`config.mk`:
```
export PLATFORM = sky130hd
export DESIGN_NAME = dcps_top
export DESIGN_NICKNAME = d
export VERILOG_FILES = /design/src/verilog/dcps_pkg.sv /design/src/verilog/dcps_cmd_decode.sv /design/src/verilog/dcps_top.sv
export SDC_FILE = /design/constraint.sdc
export NUM_CORES = 1
export LEC_CHECK = 0
export BUFFER_PORTS_ARGS = -buffer_cell sky130_fd_sc_hd__buf_2
export CAP_MARGIN = 20
export CELL_PAD_IN_SITES_DETAIL_PLACEMENT = 0
export CELL_PAD_IN_SITES_GLOBAL_PLACEMENT = 1
export CORE_ASPECT_RATIO = 1.4
export CORE_MARGIN = 3
export CORE_UTILIZATION = 44
export CTS_BUF_LIST = sky130_fd_sc_hd__clkbuf_4
export CTS_CLUSTER_SIZE = 14
export DETAILED_ROUTE_END_ITERATION = 7
export GPL_ROUTABILITY_DRIVEN = 0
export HOLD_SLACK_MARGIN = 0.1
export PLACE_DENSITY_LB_ADDON = 0.2
export SLEW_MARGIN = 25
export SYNTH_ARGS = -nofsm -noshare
export SYNTH_HDL_FRONTEND = slang
export SYNTH_SLANG_ARGS = --single-unit
export TNS_END_PERCENT = 10
```
`constraint.sdc`:
```
create_clock -name CLOCK -period 2.44 [get_ports CLOCK]
set_input_delay 0.122 -clock CLOCK [delete_from_list [all_inputs] [get_ports CLOCK]]
set_output_delay 0.122 -clock CLOCK [all_outputs]
set_load 0.02 [all_outputs]
```
`src/verilog/dcps_pkg.sv`:
```
`default_nettype none

package dcps_pkg;

  // ----------------------------------------------------------------
  // command encoding {cs_n, ras_n, cas_n, we_n}
  // ----------------------------------------------------------------
  localparam logic [3:0] DCPS_CMD_NOP  = 4'h7;
  localparam logic [3:0] DCPS_CMD_REF  = 4'h1;
  localparam logic [3:0] DCPS_CMD_MRS  = 4'h0;
  localparam logic [3:0] DCPS_CMD_ACT  = 4'h3;
  localparam logic [3:0] DCPS_CMD_PRE  = 4'h2;
  localparam logic [3:0] DCPS_CMD_WR   = 4'h4;
  localparam logic [3:0] DCPS_CMD_RD   = 4'h5;
  localparam logic [3:0] DCPS_CMD_ZQ   = 4'h6;

  // ----------------------------------------------------------------
  // timing values in ns and clock cycles, bank count
  // ----------------------------------------------------------------
  localparam int DCPS_CLK_NS      = 25;
  localparam int DCPS_EXIT_NS     = 170;
  localparam int DCPS_EXIT_CYC    = (DCPS_EXIT_NS + DCPS_CLK_NS - 1) / DCPS_CLK_NS;
  localparam int DCPS_WR_WAIT_NCK = 512;
  localparam int DCPS_BANKS       = 8;

  // ----------------------------------------------------------------
  // types
  // ----------------------------------------------------------------
  typedef enum logic [2:0] {
    DCPS_ST_IDLE,
    DCPS_ST_ACTIVE,
    DCPS_ST_ACT_PD,
    DCPS_ST_PRE_PD,
    DCPS_ST_SELF_REF
  } dcps_state_e;

  typedef struct packed {
    logic       cs_n;
    logic       ras_n;
    logic       cas_n;
    logic       we_n;
    logic       a10;
    logic [2:0] ba;
  } dcps_cmd_s;

endpackage

`default_nettype wire

```
`src/verilog/dcps_cmd_decode.sv`:
```
`timescale 1ns/100ps
`default_nettype none

module dcps_cmd_decode
  import dcps_pkg::*;
(
  // command pins
  input  wire dcps_cmd_s cmd,
  // decoded flags
  output logic           is_nop,
  output logic           is_ref,
  output logic           is_act,
  output logic           is_pre,
  output logic           is_rw
);

  logic [3:0] code;

  // ----------------------------------------------------------------
  // combinational decode, sampled at the CLOCK edge in dcps_top; deselect acts as no-operation
  // ----------------------------------------------------------------
  always_comb
  begin
    code   = {cmd.cs_n, cmd.ras_n, cmd.cas_n, cmd.we_n};
    is_nop = cmd.cs_n || (code == DCPS_CMD_NOP);
    is_ref = (code == DCPS_CMD_REF);
    is_act = (code == DCPS_CMD_ACT);
    is_pre = (code == DCPS_CMD_PRE);
    is_rw  = (code == DCPS_CMD_WR) || (code == DCPS_CMD_RD);
  end

endmodule

`default_nettype wire

```
`src/verilog/dcps_top.sv`:
```
// Behaviour
// - transition from previous/current cke plus command
// - open bank plus cke drop: active powerdown
// - idle or refreshing cke drop: precharge powerdown
// - busy entry chooses by banks at completion
// - cke low held: stay, ignore commands
// - self refresh only from all idle
// - no refresh during power down
// - odt off in self refresh
// - idle needs closed, quiet, cke high, timed
// - decode command at rising edge
// - deselect equals nop, no termination
// - self-refresh exit independent of clock; code exits on cke high only at a CLOCK rising edge
`timescale 1ns/100ps
`default_nettype none

module dcps_top
  import dcps_pkg::*;
#(
  parameter int BURST_CYC = 4,
  parameter int EXIT_CYC  = DCPS_EXIT_CYC
)
(
  // clock and reset
  input  wire logic      CLOCK,
  input  wire logic      RSTN,
  // memory command pins
  input  wire logic      CKE,
  input  wire dcps_cmd_s CMD,
  input  wire logic      ODT,
  // state outputs
  output logic [2:0]     STATE,
  output logic           IDLE,
  output logic           ODT_EN,
  output logic           REFRESHING,
  output logic           CMD_ERR,
  output logic [7:0]     BANKS_OPEN
);

  // counters hold these ranges only; exit needs two quiet cycles
  if (BURST_CYC < 1 || BURST_CYC > 15 || EXIT_CYC < 2 || EXIT_CYC > 255)
  begin : g_param_check
    $error("dcps_top: unsupported parameter");
  end

  // ----------------------------------------------------------------
  // decode
  // ----------------------------------------------------------------
  logic is_nop, is_ref, is_act, is_pre, is_rw;

  dcps_cmd_decode u_dec (
    .cmd    (CMD),
    .is_nop (is_nop),
    .is_ref (is_ref),
    .is_act (is_act),
    .is_pre (is_pre),
    .is_rw  (is_rw)
  );

  // ----------------------------------------------------------------
  // state registers
  // ----------------------------------------------------------------
  dcps_state_e state_q, state_d;
  logic        cke_prev_q, cke_prev_d;
  logic [7:0]  banks_q, banks_d;
  logic [3:0]  burst_q, burst_d;
  logic [7:0]  exit_q, exit_d;
  logic        err_q, err_d;
  logic        pd_pend_q, pd_pend_d;
  logic        cke_fall, cke_rise, cke_low, busy;

  always_comb
  begin
    cke_fall   = cke_prev_q && !CKE;
    cke_rise   = !cke_prev_q && CKE;
    cke_low    = !cke_prev_q && !CKE;
    busy       = (burst_q != 4'h0);
    state_d    = state_q;
    cke_prev_d = CKE;
    banks_d    = banks_q;
    burst_d    = busy ? burst_q - 4'h1 : burst_q;
    exit_d     = (exit_q != 8'h00) ? exit_q - 8'h01 : exit_q;
    err_d      = 1'b0;
    pd_pend_d  = pd_pend_q && busy;
    case (state_q)
      DCPS_ST_IDLE, DCPS_ST_ACTIVE:
      begin
        if (cke_fall)
        begin
          if (is_ref && banks_q == 8'h00 && !busy)
            state_d = DCPS_ST_SELF_REF;
          else if (busy)
            pd_pend_d = 1'b1;
          else if (banks_q != 8'h00)
            state_d = DCPS_ST_ACT_PD;
          else
            state_d = DCPS_ST_PRE_PD;
          err_d = !is_nop && !(is_ref && banks_q == 8'h00 && !busy);
        end
        else if (CKE)
        begin
          if (is_act)
          begin
            banks_d[CMD.ba] = 1'b1;
            state_d         = DCPS_ST_ACTIVE;
          end
          else if (is_pre)
          begin
            if (CMD.a10)
              banks_d = 8'h00;
            else
              banks_d[CMD.ba] = 1'b0;
            burst_d = BURST_CYC[3:0];
          end
          else if (is_rw)
          begin
            burst_d = BURST_CYC[3:0];
            if (CMD.a10)
              banks_d[CMD.ba] = 1'b0;
          end
        end
        if (pd_pend_q && !busy)
          state_d = (banks_d == 8'h00) ? DCPS_ST_PRE_PD : DCPS_ST_ACT_PD;
        else if (state_d == DCPS_ST_ACTIVE && banks_d == 8'h00)
          state_d = DCPS_ST_IDLE;
      end
      DCPS_ST_ACT_PD, DCPS_ST_PRE_PD:
      begin
        if (cke_rise)
        begin
          state_d = (banks_q != 8'h00) ? DCPS_ST_ACTIVE : DCPS_ST_IDLE;
          exit_d  = EXIT_CYC[7:0];
          err_d   = !is_nop;
        end
      end
      DCPS_ST_SELF_REF:
      begin
        if (CKE)
        begin
          state_d = DCPS_ST_IDLE;
          exit_d  = EXIT_CYC[7:0];
          err_d   = !is_nop;
        end
      end
      default:
        state_d = DCPS_ST_IDLE;
    endcase
  end

  always_ff @(posedge CLOCK or negedge RSTN)
  begin
    if (!RSTN)
    begin
      state_q    <= DCPS_ST_IDLE;
      cke_prev_q <= 1'b0;
      banks_q    <= 8'h00;
      burst_q    <= 4'h0;
      exit_q     <= 8'h00;
      err_q      <= 1'b0;
      pd_pend_q  <= 1'b0;
    end
    else
    begin
      state_q    <= state_d;
      cke_prev_q <= cke_prev_d;
      banks_q    <= banks_d;
      burst_q    <= burst_d;
      exit_q     <= exit_d;
      err_q      <= err_d;
      pd_pend_q  <= pd_pend_d;
    end
  end

  // ----------------------------------------------------------------
  // outputs
  // ----------------------------------------------------------------
  always_comb
  begin
    STATE      = state_q;
    BANKS_OPEN = banks_q;
    CMD_ERR    = err_q;
    REFRESHING = (state_q == DCPS_ST_SELF_REF);
    ODT_EN     = ODT && (state_q != DCPS_ST_SELF_REF);
    IDLE       = (state_q == DCPS_ST_IDLE) && !busy && cke_prev_q
                 && (exit_q == 8'h00);
  end

  // ----------------------------------------------------------------
  // checks
  // ----------------------------------------------------------------
  sr_entry_idle_a: assert property (@(posedge CLOCK) disable iff (!RSTN)
    (state_q != DCPS_ST_SELF_REF) ##1 (state_q == DCPS_ST_SELF_REF) |-> $past(banks_q) == 8'h00)
    else $error("self refresh entered with open banks");

  act_pd_entry_a: assert property (@(posedge CLOCK) disable iff (!RSTN)
    (state_q == DCPS_ST_ACTIVE && cke_fall && is_nop && !busy) |=> state_q == DCPS_ST_ACT_PD)
    else $error("active power down not entered");

  pre_pd_entry_a: assert property (@(posedge CLOCK) disable iff (!RSTN)
    (state_q == DCPS_ST_IDLE && cke_fall && is_nop && !busy) |=> state_q == DCPS_ST_PRE_PD)
    else $error("precharge power down not entered");

  pd_hold_a: assert property (@(posedge CLOCK) disable iff (!RSTN)
    (state_q == DCPS_ST_PRE_PD && cke_low) |=> state_q == DCPS_ST_PRE_PD)
    else $error("power down left while cke low");

  odt_gate_a: assert property (@(posedge CLOCK) disable iff (!RSTN)
    REFRESHING |-> !ODT_EN)
    else $error("odt active in self refresh");

  idle_exit_a: assert property (@(posedge CLOCK) disable iff (!RSTN)
    (state_q == DCPS_ST_SELF_REF && CKE) |=> !IDLE [*2])
    else $error("idle too soon after exit");

  edge_flag_a: assert property (@(posedge CLOCK) disable iff (!RSTN)
    (state_q == DCPS_ST_PRE_PD && cke_rise && !is_nop) |=> CMD_ERR)
    else $error("illegal exit command not flagged");

  busy_entry_a: assert property (@(posedge CLOCK) disable iff (!RSTN)
    ((state_q == DCPS_ST_IDLE || state_q == DCPS_ST_ACTIVE) && cke_fall && is_nop && busy)
      |-> ##[1:16] (state_q == DCPS_ST_ACT_PD || state_q == DCPS_ST_PRE_PD))
    else $error("deferred power down lost");

endmodule

`default_nettype wire

```
# Word-level counts from Yosys, hierarchy flattened
# Cells that the tools add are included.
dict set report totals {
  in_bits 12
  register_bits 26
  word_cells 101
}
dict set report classes {
  n_eq_ne 14
  addsub 2
  reduce_logical 30
  n_lt_le_gt_ge 2
  bitwise 3
  mux 43
}
# operator count
set op_table {}
lappend op_table {{two-way mux 8 bit} 11}
lappend op_table {{two-way mux 3 bit} 10}
lappend op_table {{two-way mux 4 bit} 7}
lappend op_table {{logical NOT 8 bit} 3}
lappend op_table {{case mux 8 bit (2 select lines)} 1}
lappend op_table {{nonzero test 8 bit} 2}
lappend op_table {{logical AND 1 bit} 13}
lappend op_table {{equality test 4 x 3 -> 1 bit (second input constant)} 3}
lappend op_table {{two-way mux 1 bit} 11}
lappend op_table {{case mux 3 bit (3 select lines)} 1}
lappend op_table {{bitwise AND 8 bit} 1}
lappend op_table {{equality test 4 x 2 -> 1 bit (second input constant)} 2}
lappend op_table {{inverter 8 bit} 1}
lappend op_table {{OR 8 bit} 1}
lappend op_table {{subtractor 8 x 1 -> 8 bit (second input constant)} 1}
lappend op_table {{equality test 3 x 1 -> 1 bit (second input constant)} 2}
lappend op_table {{equality test 3 x 2 -> 1 bit (second input constant)} 2}
lappend op_table {{logical NOT 1 bit} 5}
lappend op_table {{equality test 4 x 1 -> 1 bit (second input constant)} 1}
lappend op_table {{< comparator 3 x 4 -> 1 bit (second input constant)} 1}
lappend op_table {{inequality test 2 bit (second input constant)} 2}
lappend op_table {{nonzero test 4 bit} 1}
lappend op_table {{OR reduction 2 bit} 2}
lappend op_table {{subtractor 4 x 1 -> 4 bit (second input constant)} 1}
lappend op_table {{other kinds (8)} 9}

# Logic depth before layout (Yosys ltp)
dict set report depth {
  word_depth 18
  ltp_mapped 8
  depth_no_buf 8
}

# Modules after synthesis
# A second synthesis with hierarchy kept.
dict set report hier_totals {
  cells_unflattened 194
  hier_area_um2 1746.7
}
# mod area_each_um2 cells_each seq_area_each_um2 instances
set modules_own_cells {}
lappend modules_own_cells {dcps_top 1687.9 189 650.6 1}
lappend modules_own_cells {dcps_cmd_decode 58.8 5 0.0 1}

# Least setup slack after synthesis
# No wires, ideal clock.
dict set report synth_timing {
  kind {input to register}
  start {input port CMD[7] (netlist bit)}
  end {register state_q[0], in the netlist STATE[0]}
  path_stages 8
  arrival_time_ns 2.044
  required_time_ns 2.346
  path_slack_ns 0.302
  path_cell_list {buf_2 or2_2 nor2_1 o311ai_0 o31ai_1 or4b_1 o21ba_1 a221oi_2}
}
dict set report synth_via {
  elab_chain_cells 13
}
# item line_no
set synth_lines {}
lappend synth_lines {{from (decl)} dcps_top.sv:29} ;# input wire dcps_cmd_s CMD,
lappend synth_lines {{equality test 4 x 3 -> 1 bit} dcps_cmd_decode.sv:29} ;# is_rw = (code == DCPS_CMD_WR) || (code == DCPS_CMD_RD);
lappend synth_lines {{logical OR 1 bit} dcps_cmd_decode.sv:29}
lappend synth_lines {{two-way mux 8 bit} dcps_top.sv:115} ;# else if (is_rw)
lappend synth_lines {{two-way mux 8 bit} dcps_top.sv:107} ;# else if (is_pre)
lappend synth_lines {{two-way mux 8 bit} dcps_top.sv:102} ;# if (is_act)
lappend synth_lines {{two-way mux 8 bit} dcps_top.sv:100} ;# else if (CKE)
lappend synth_lines {{two-way mux 8 bit} dcps_top.sv:88} ;# if (cke_fall)
lappend synth_lines {{two-way mux 8 bit} dcps_top.sv:85} ;# case (state_q)
lappend synth_lines {{logical NOT 8 bit} {dcps_top.sv:123, dcps_top.sv:124}}
lappend synth_lines {{logical AND 1 bit} dcps_top.sv:124} ;# else if (state_d == DCPS_ST_ACTIVE && banks_d == 8'h00)
lappend synth_lines {{two-way mux 3 bit} dcps_top.sv:124}
lappend synth_lines {{two-way mux 3 bit (*)} dcps_top.sv:122} ;# if (pd_pend_q && !busy)
lappend synth_lines {{case mux 3 bit (3 select lines) (*)} dcps_top.sv:85}
lappend synth_lines {{to (signal assigned)} dcps_top.sv:164} ;# state_q <= state_d;
lappend synth_lines {{to (decl)} dcps_top.sv:63} ;# dcps_state_e state_q, state_d;
# Every way passes the cells marked *; elsewhere a longest branch is shown, timed or not. The select of a mux whose other input is x is not followed.
# A chain may end at the register's enable or synchronous reset.

# Final worst setup path
dict set report layout_timing {
  start {input port CKE}
  end {register state_q[0], in the netlist STATE[0]}
}
dict set report layout_via {
  elab_chain_cells 9
}
# item line_no
set layout_lines {}
lappend layout_lines {{from (decl)} dcps_top.sv:28} ;# input wire logic CKE,
lappend layout_lines {{logical NOT 1 bit} --}
lappend layout_lines {{logical AND 1 bit} dcps_top.sv:74} ;# cke_fall = cke_prev_q && !CKE;
lappend layout_lines {{two-way mux 8 bit / two-way mux 3 bit (equally long branches)} dcps_top.sv:88}
lappend layout_lines {{two-way mux 8 bit / two-way mux 3 bit (equally long branches)} dcps_top.sv:85}
lappend layout_lines {{logical NOT 8 bit / equality test 3 x 1 -> 1 bit (equally long branches)} {dcps_top.sv:123, dcps_top.sv:124}}
lappend layout_lines {{logical AND 1 bit} dcps_top.sv:124}
lappend layout_lines {{two-way mux 3 bit} dcps_top.sv:124}
lappend layout_lines {{two-way mux 3 bit} dcps_top.sv:122}
lappend layout_lines {{case mux 3 bit (3 select lines)} dcps_top.sv:85}
# Parallel ways exist; a longest one is shown, timed or not. The select of a mux whose other input is x is not followed.

==> impl_metrics.tcl <==
set metrics [dict create \
    cts_tree "built" \
    grt_antenna_before_repair 0 \
    totalPowerFinal_mw 1.70 \
    track_usage_pct 19.8 \
    htree_levels 1 \
    dp.cells 266 \
    rsz0062_at_grt "false" \
    fp-row-count 26 \
    wl_per_cell_um 15.8 \
    crit_chain "dlygate4sd3_1 > buf_2 > inv_1 > nor3_2 > a211oi_1 > nand2b_1 > or4b_1 > o21ba_1 > a221oi_2" \
    rrSetupSlack_ps 300 \
    combPwrFrac_pct 46.5 \
    path_clk_slew_ps 140 \
    max_stage_delay_ps 510 \
    initial_core_util_pct 46.4 \
    p_sw_share_pct 42.0 \
    async_flop_share_pct 100 \
    synth.yosys.seq_area_share_pct 38.2 \
    dr.first_iter.drc_count 51 \
    cts_buffer_depth 2 \
    diodes 0 \
    grt_pass1_wl_mm 7.22 \
    holdWs_ps 286 \
    hold_class "in2reg" \
    grt_overflow 0 \
    syn-cell-area_um2 1710 \
    power_frac_clock_pct 10.8 \
    period_share_pct 93.8 \
    grt_max_degree 27 \
    yosysMostFrequentCell "nor2_1" \
    max_cap_viol_count 0 \
    drt-total-wl_mm 4.32 \
    ant_nets 0 \
    worstSetupEndpointType "flip-flop" \
    port_buffers 26 \
    synth_cell_types 47 \
    final_layout_size_suffix_gt1_share_pct 19.8 \
    slew_headroom_pct 60.8 \
    cts_setup_buffers 0 \
    areaGrowthSynthToFinish_pct 16.4 \
    synth_top_area_cell "dfrtp_1" \
    drcViolationCount 0 \
    synth_seq_cells 26 \
    hold_viol_final 0 \
    ctsRootBufferMaster "clkbuf_4" \
    cts_sinks 26 \
    crit_arrival_ps 2520 \
    p_int_mw 0.986 \
    synth_ff_type "dfrtp_1" \
    finalClockSkew_ps 1.82 \
    min_path_cells 4 \
    firstDrtPassIters 4 \
    dieArea_um2 4670 \
    grt_pass1_vias 1593 \
    synth_edf_count 0 \
    die-width_um 58.6 \
    setup_viol 0 \
    dp_hpwl_mm 3.40 \
    worstRegToRegCells 7 \
    yosys_warnings 0 \
    seqPwrFrac_pct 42.6 \
    hold_path.startpoint "CMD[6]" \
    worst_slew_pin_slew_ps 588 \
    drv_slew 0 \
    fmax_ghz 0.437 \
    crit_required_ps 2670 \
    nNetsFinal 248 \
    fp.dieH_um 79.7 \
    status "completed" \
    worstSetupStartpointType "input port" \
    vias 1626 \
    clock_latency_ps 310 \
    slowest_stage "dlygate4sd3_1" \
    r2r-start "BANKS_OPEN[4]$_DFFE_PN0N_" \
    cp_max_fo 13 \
    design_area_um2 1990 \
    fp.coreArea_um2 3680 \
    syn_nets 212 \
    critPathKind "in2reg" \
    reg2reg_to "CMD_ERR$_DFF_PN0_" \
    cts_inserted_buffers 3 \
    ys_top_cells_by_area "dfrtp_1 (38%), nor2_1 (6.2%), nand2_1 (3.7%), mux2_2 (3.3%), a21oi_1 (2.9%)" \
    static-leakage-power_nw 0.868 \
    place_area_um2 1910 \
    power.switching_mw 0.715 \
    finalNonFillerCells 274 \
    netlist_instances 197 \
    synth_top_area_share_pct 38.2 \
    ios 27 \
    holdPathEnd "burst_q[1]$_DFF_PN0_" \
    synthTopCellsByCount "nor2_1 (28), dfrtp_1 (26), nand2_1 (17)" \
    syn_avg_cell_area_um2 8.66 \
    period_needed_ps 2290 \
    irDropWorstVdd_mv 0.534 \
    viasPerCell 5.93 \
    power_density_nw_per_um2 857 \
]
[what timing repair did]
| item | in CTS | in global routing |
|---|---|---|
| hold endpoints to repair | 28 | 0 |
| resized for setup | 0 | 2 |
| hold buffers | 4 | 0 |
| endpoints found under the setup margin | 0 | 1 |
[power groups by stage]
stage	registers (mW)	clock network [mW]	logic [mW]
finish	0.725	0.184	0.792
global route	0.749	0.212	0.896
CTS	0.725	0.189	0.797
detailed placement	0.735	0	0.786
global placement	0.723	0	0.749
floorplan	0.744	0	0.530
[routing by layer]
layer  GRT usage [%]  part of all wire, %  up-vias
met5               0                    0        -
met4            7.48                  2.0        0
met3            2.10                  4.0       10
met2            35.1                   51       46
met1            24.0                   43      774
li1                -                    -      796
[critical path: cells and delay by family]
family | cells | cell delay, ps
compound gates | 3 | 540
buf+inv | 3 | 950
simple gates | 3 | 890
[cell families (layout without fill, tap and decap cells)]
group           count (synthesis)  count (layout)  share of synthesized area [%]
simple gates                   90              90                           26.9
mux                             5               5                           3.30
compound gates                 49              49                           21.4
fa+ha+maj                       3               3                           2.20
xor+xnor                        8               8                           4.11
buf+inv                        16              51                           4.03
flops                          26              26                           38.2
[state kept, by name, indices dropped and copies added (netlist names)]
name,cells
BANKS_OPEN,8
exit_q,8
burst_q,4
STATE,3
CMD_ERR,1
cke_prev_q,1
pd_pend_q,1
[worst max-delay path by stage]
stage           start                    to
3_3_place_gp   CMD[4]  STATE[0]$_DFFE_PN0P_
3_5_place_dp   CMD[5]  STATE[0]$_DFFE_PN0P_
6_report          CKE  STATE[0]$_DFFE_PN0P_
2_1_floorplan  CMD[7]  STATE[0]$_DFFE_PN0P_
5_1_grt           CKE  STATE[0]$_DFFE_PN0P_
4_1_cts           CKE  STATE[0]$_DFFE_PN0P_
[metrics by stage]
stage	TNS (ps)	worst slack (ps)	utilization (%)
after global placement	0	89.5	51.9
after global routing	0	21.4	54.0
after detailed placement	-46.4	-46.4	51.9
final	0	151	54.0
after CTS	0	112	53.7
after floorplan	0	302	-
[final cells by class]
type,count,area [um^2]
Clock buffer,3,22.5
Clock inverter,1,3.75
Fill cell,352,1690
Inverter,10,37.5
Multi-Input combinational cell,155,996
Sequential cell,26,651
Tap cell,42,52.6
Timing Repair Buffer,37,223
[cell usage in the layout, fill, tap and decap left out, drive strengths merged, types with 2 or more instances in the layout]
master       synthesis  layout
a21oi               10      10
nor4                 6       6
nor3b                4       4
o211ai               2       2
nor2                28      28
a31oi                4       4
xnor2                5       5
nor2b                5       5
dlygate4sd3          0       4
ha                   3       3
nand2               17      17
o311ai               2       2
dfrtp               26      26
o2bb2ai              2       2
nor3                 5       5
buf                  2      33
o22ai                2       2
mux2                 5       5
o221ai               4       4
inv                 10      10
o31ai                2       2
nand3                7       7
xor2                 3       3
o21ai                6       6
clkbuf               4       3
or3                  2       2
nand3b               2       2
nand2b               7       7
a211oi               4       4
nand4b               2       2
No activity file was read; power rests on OpenSTA's default activity.
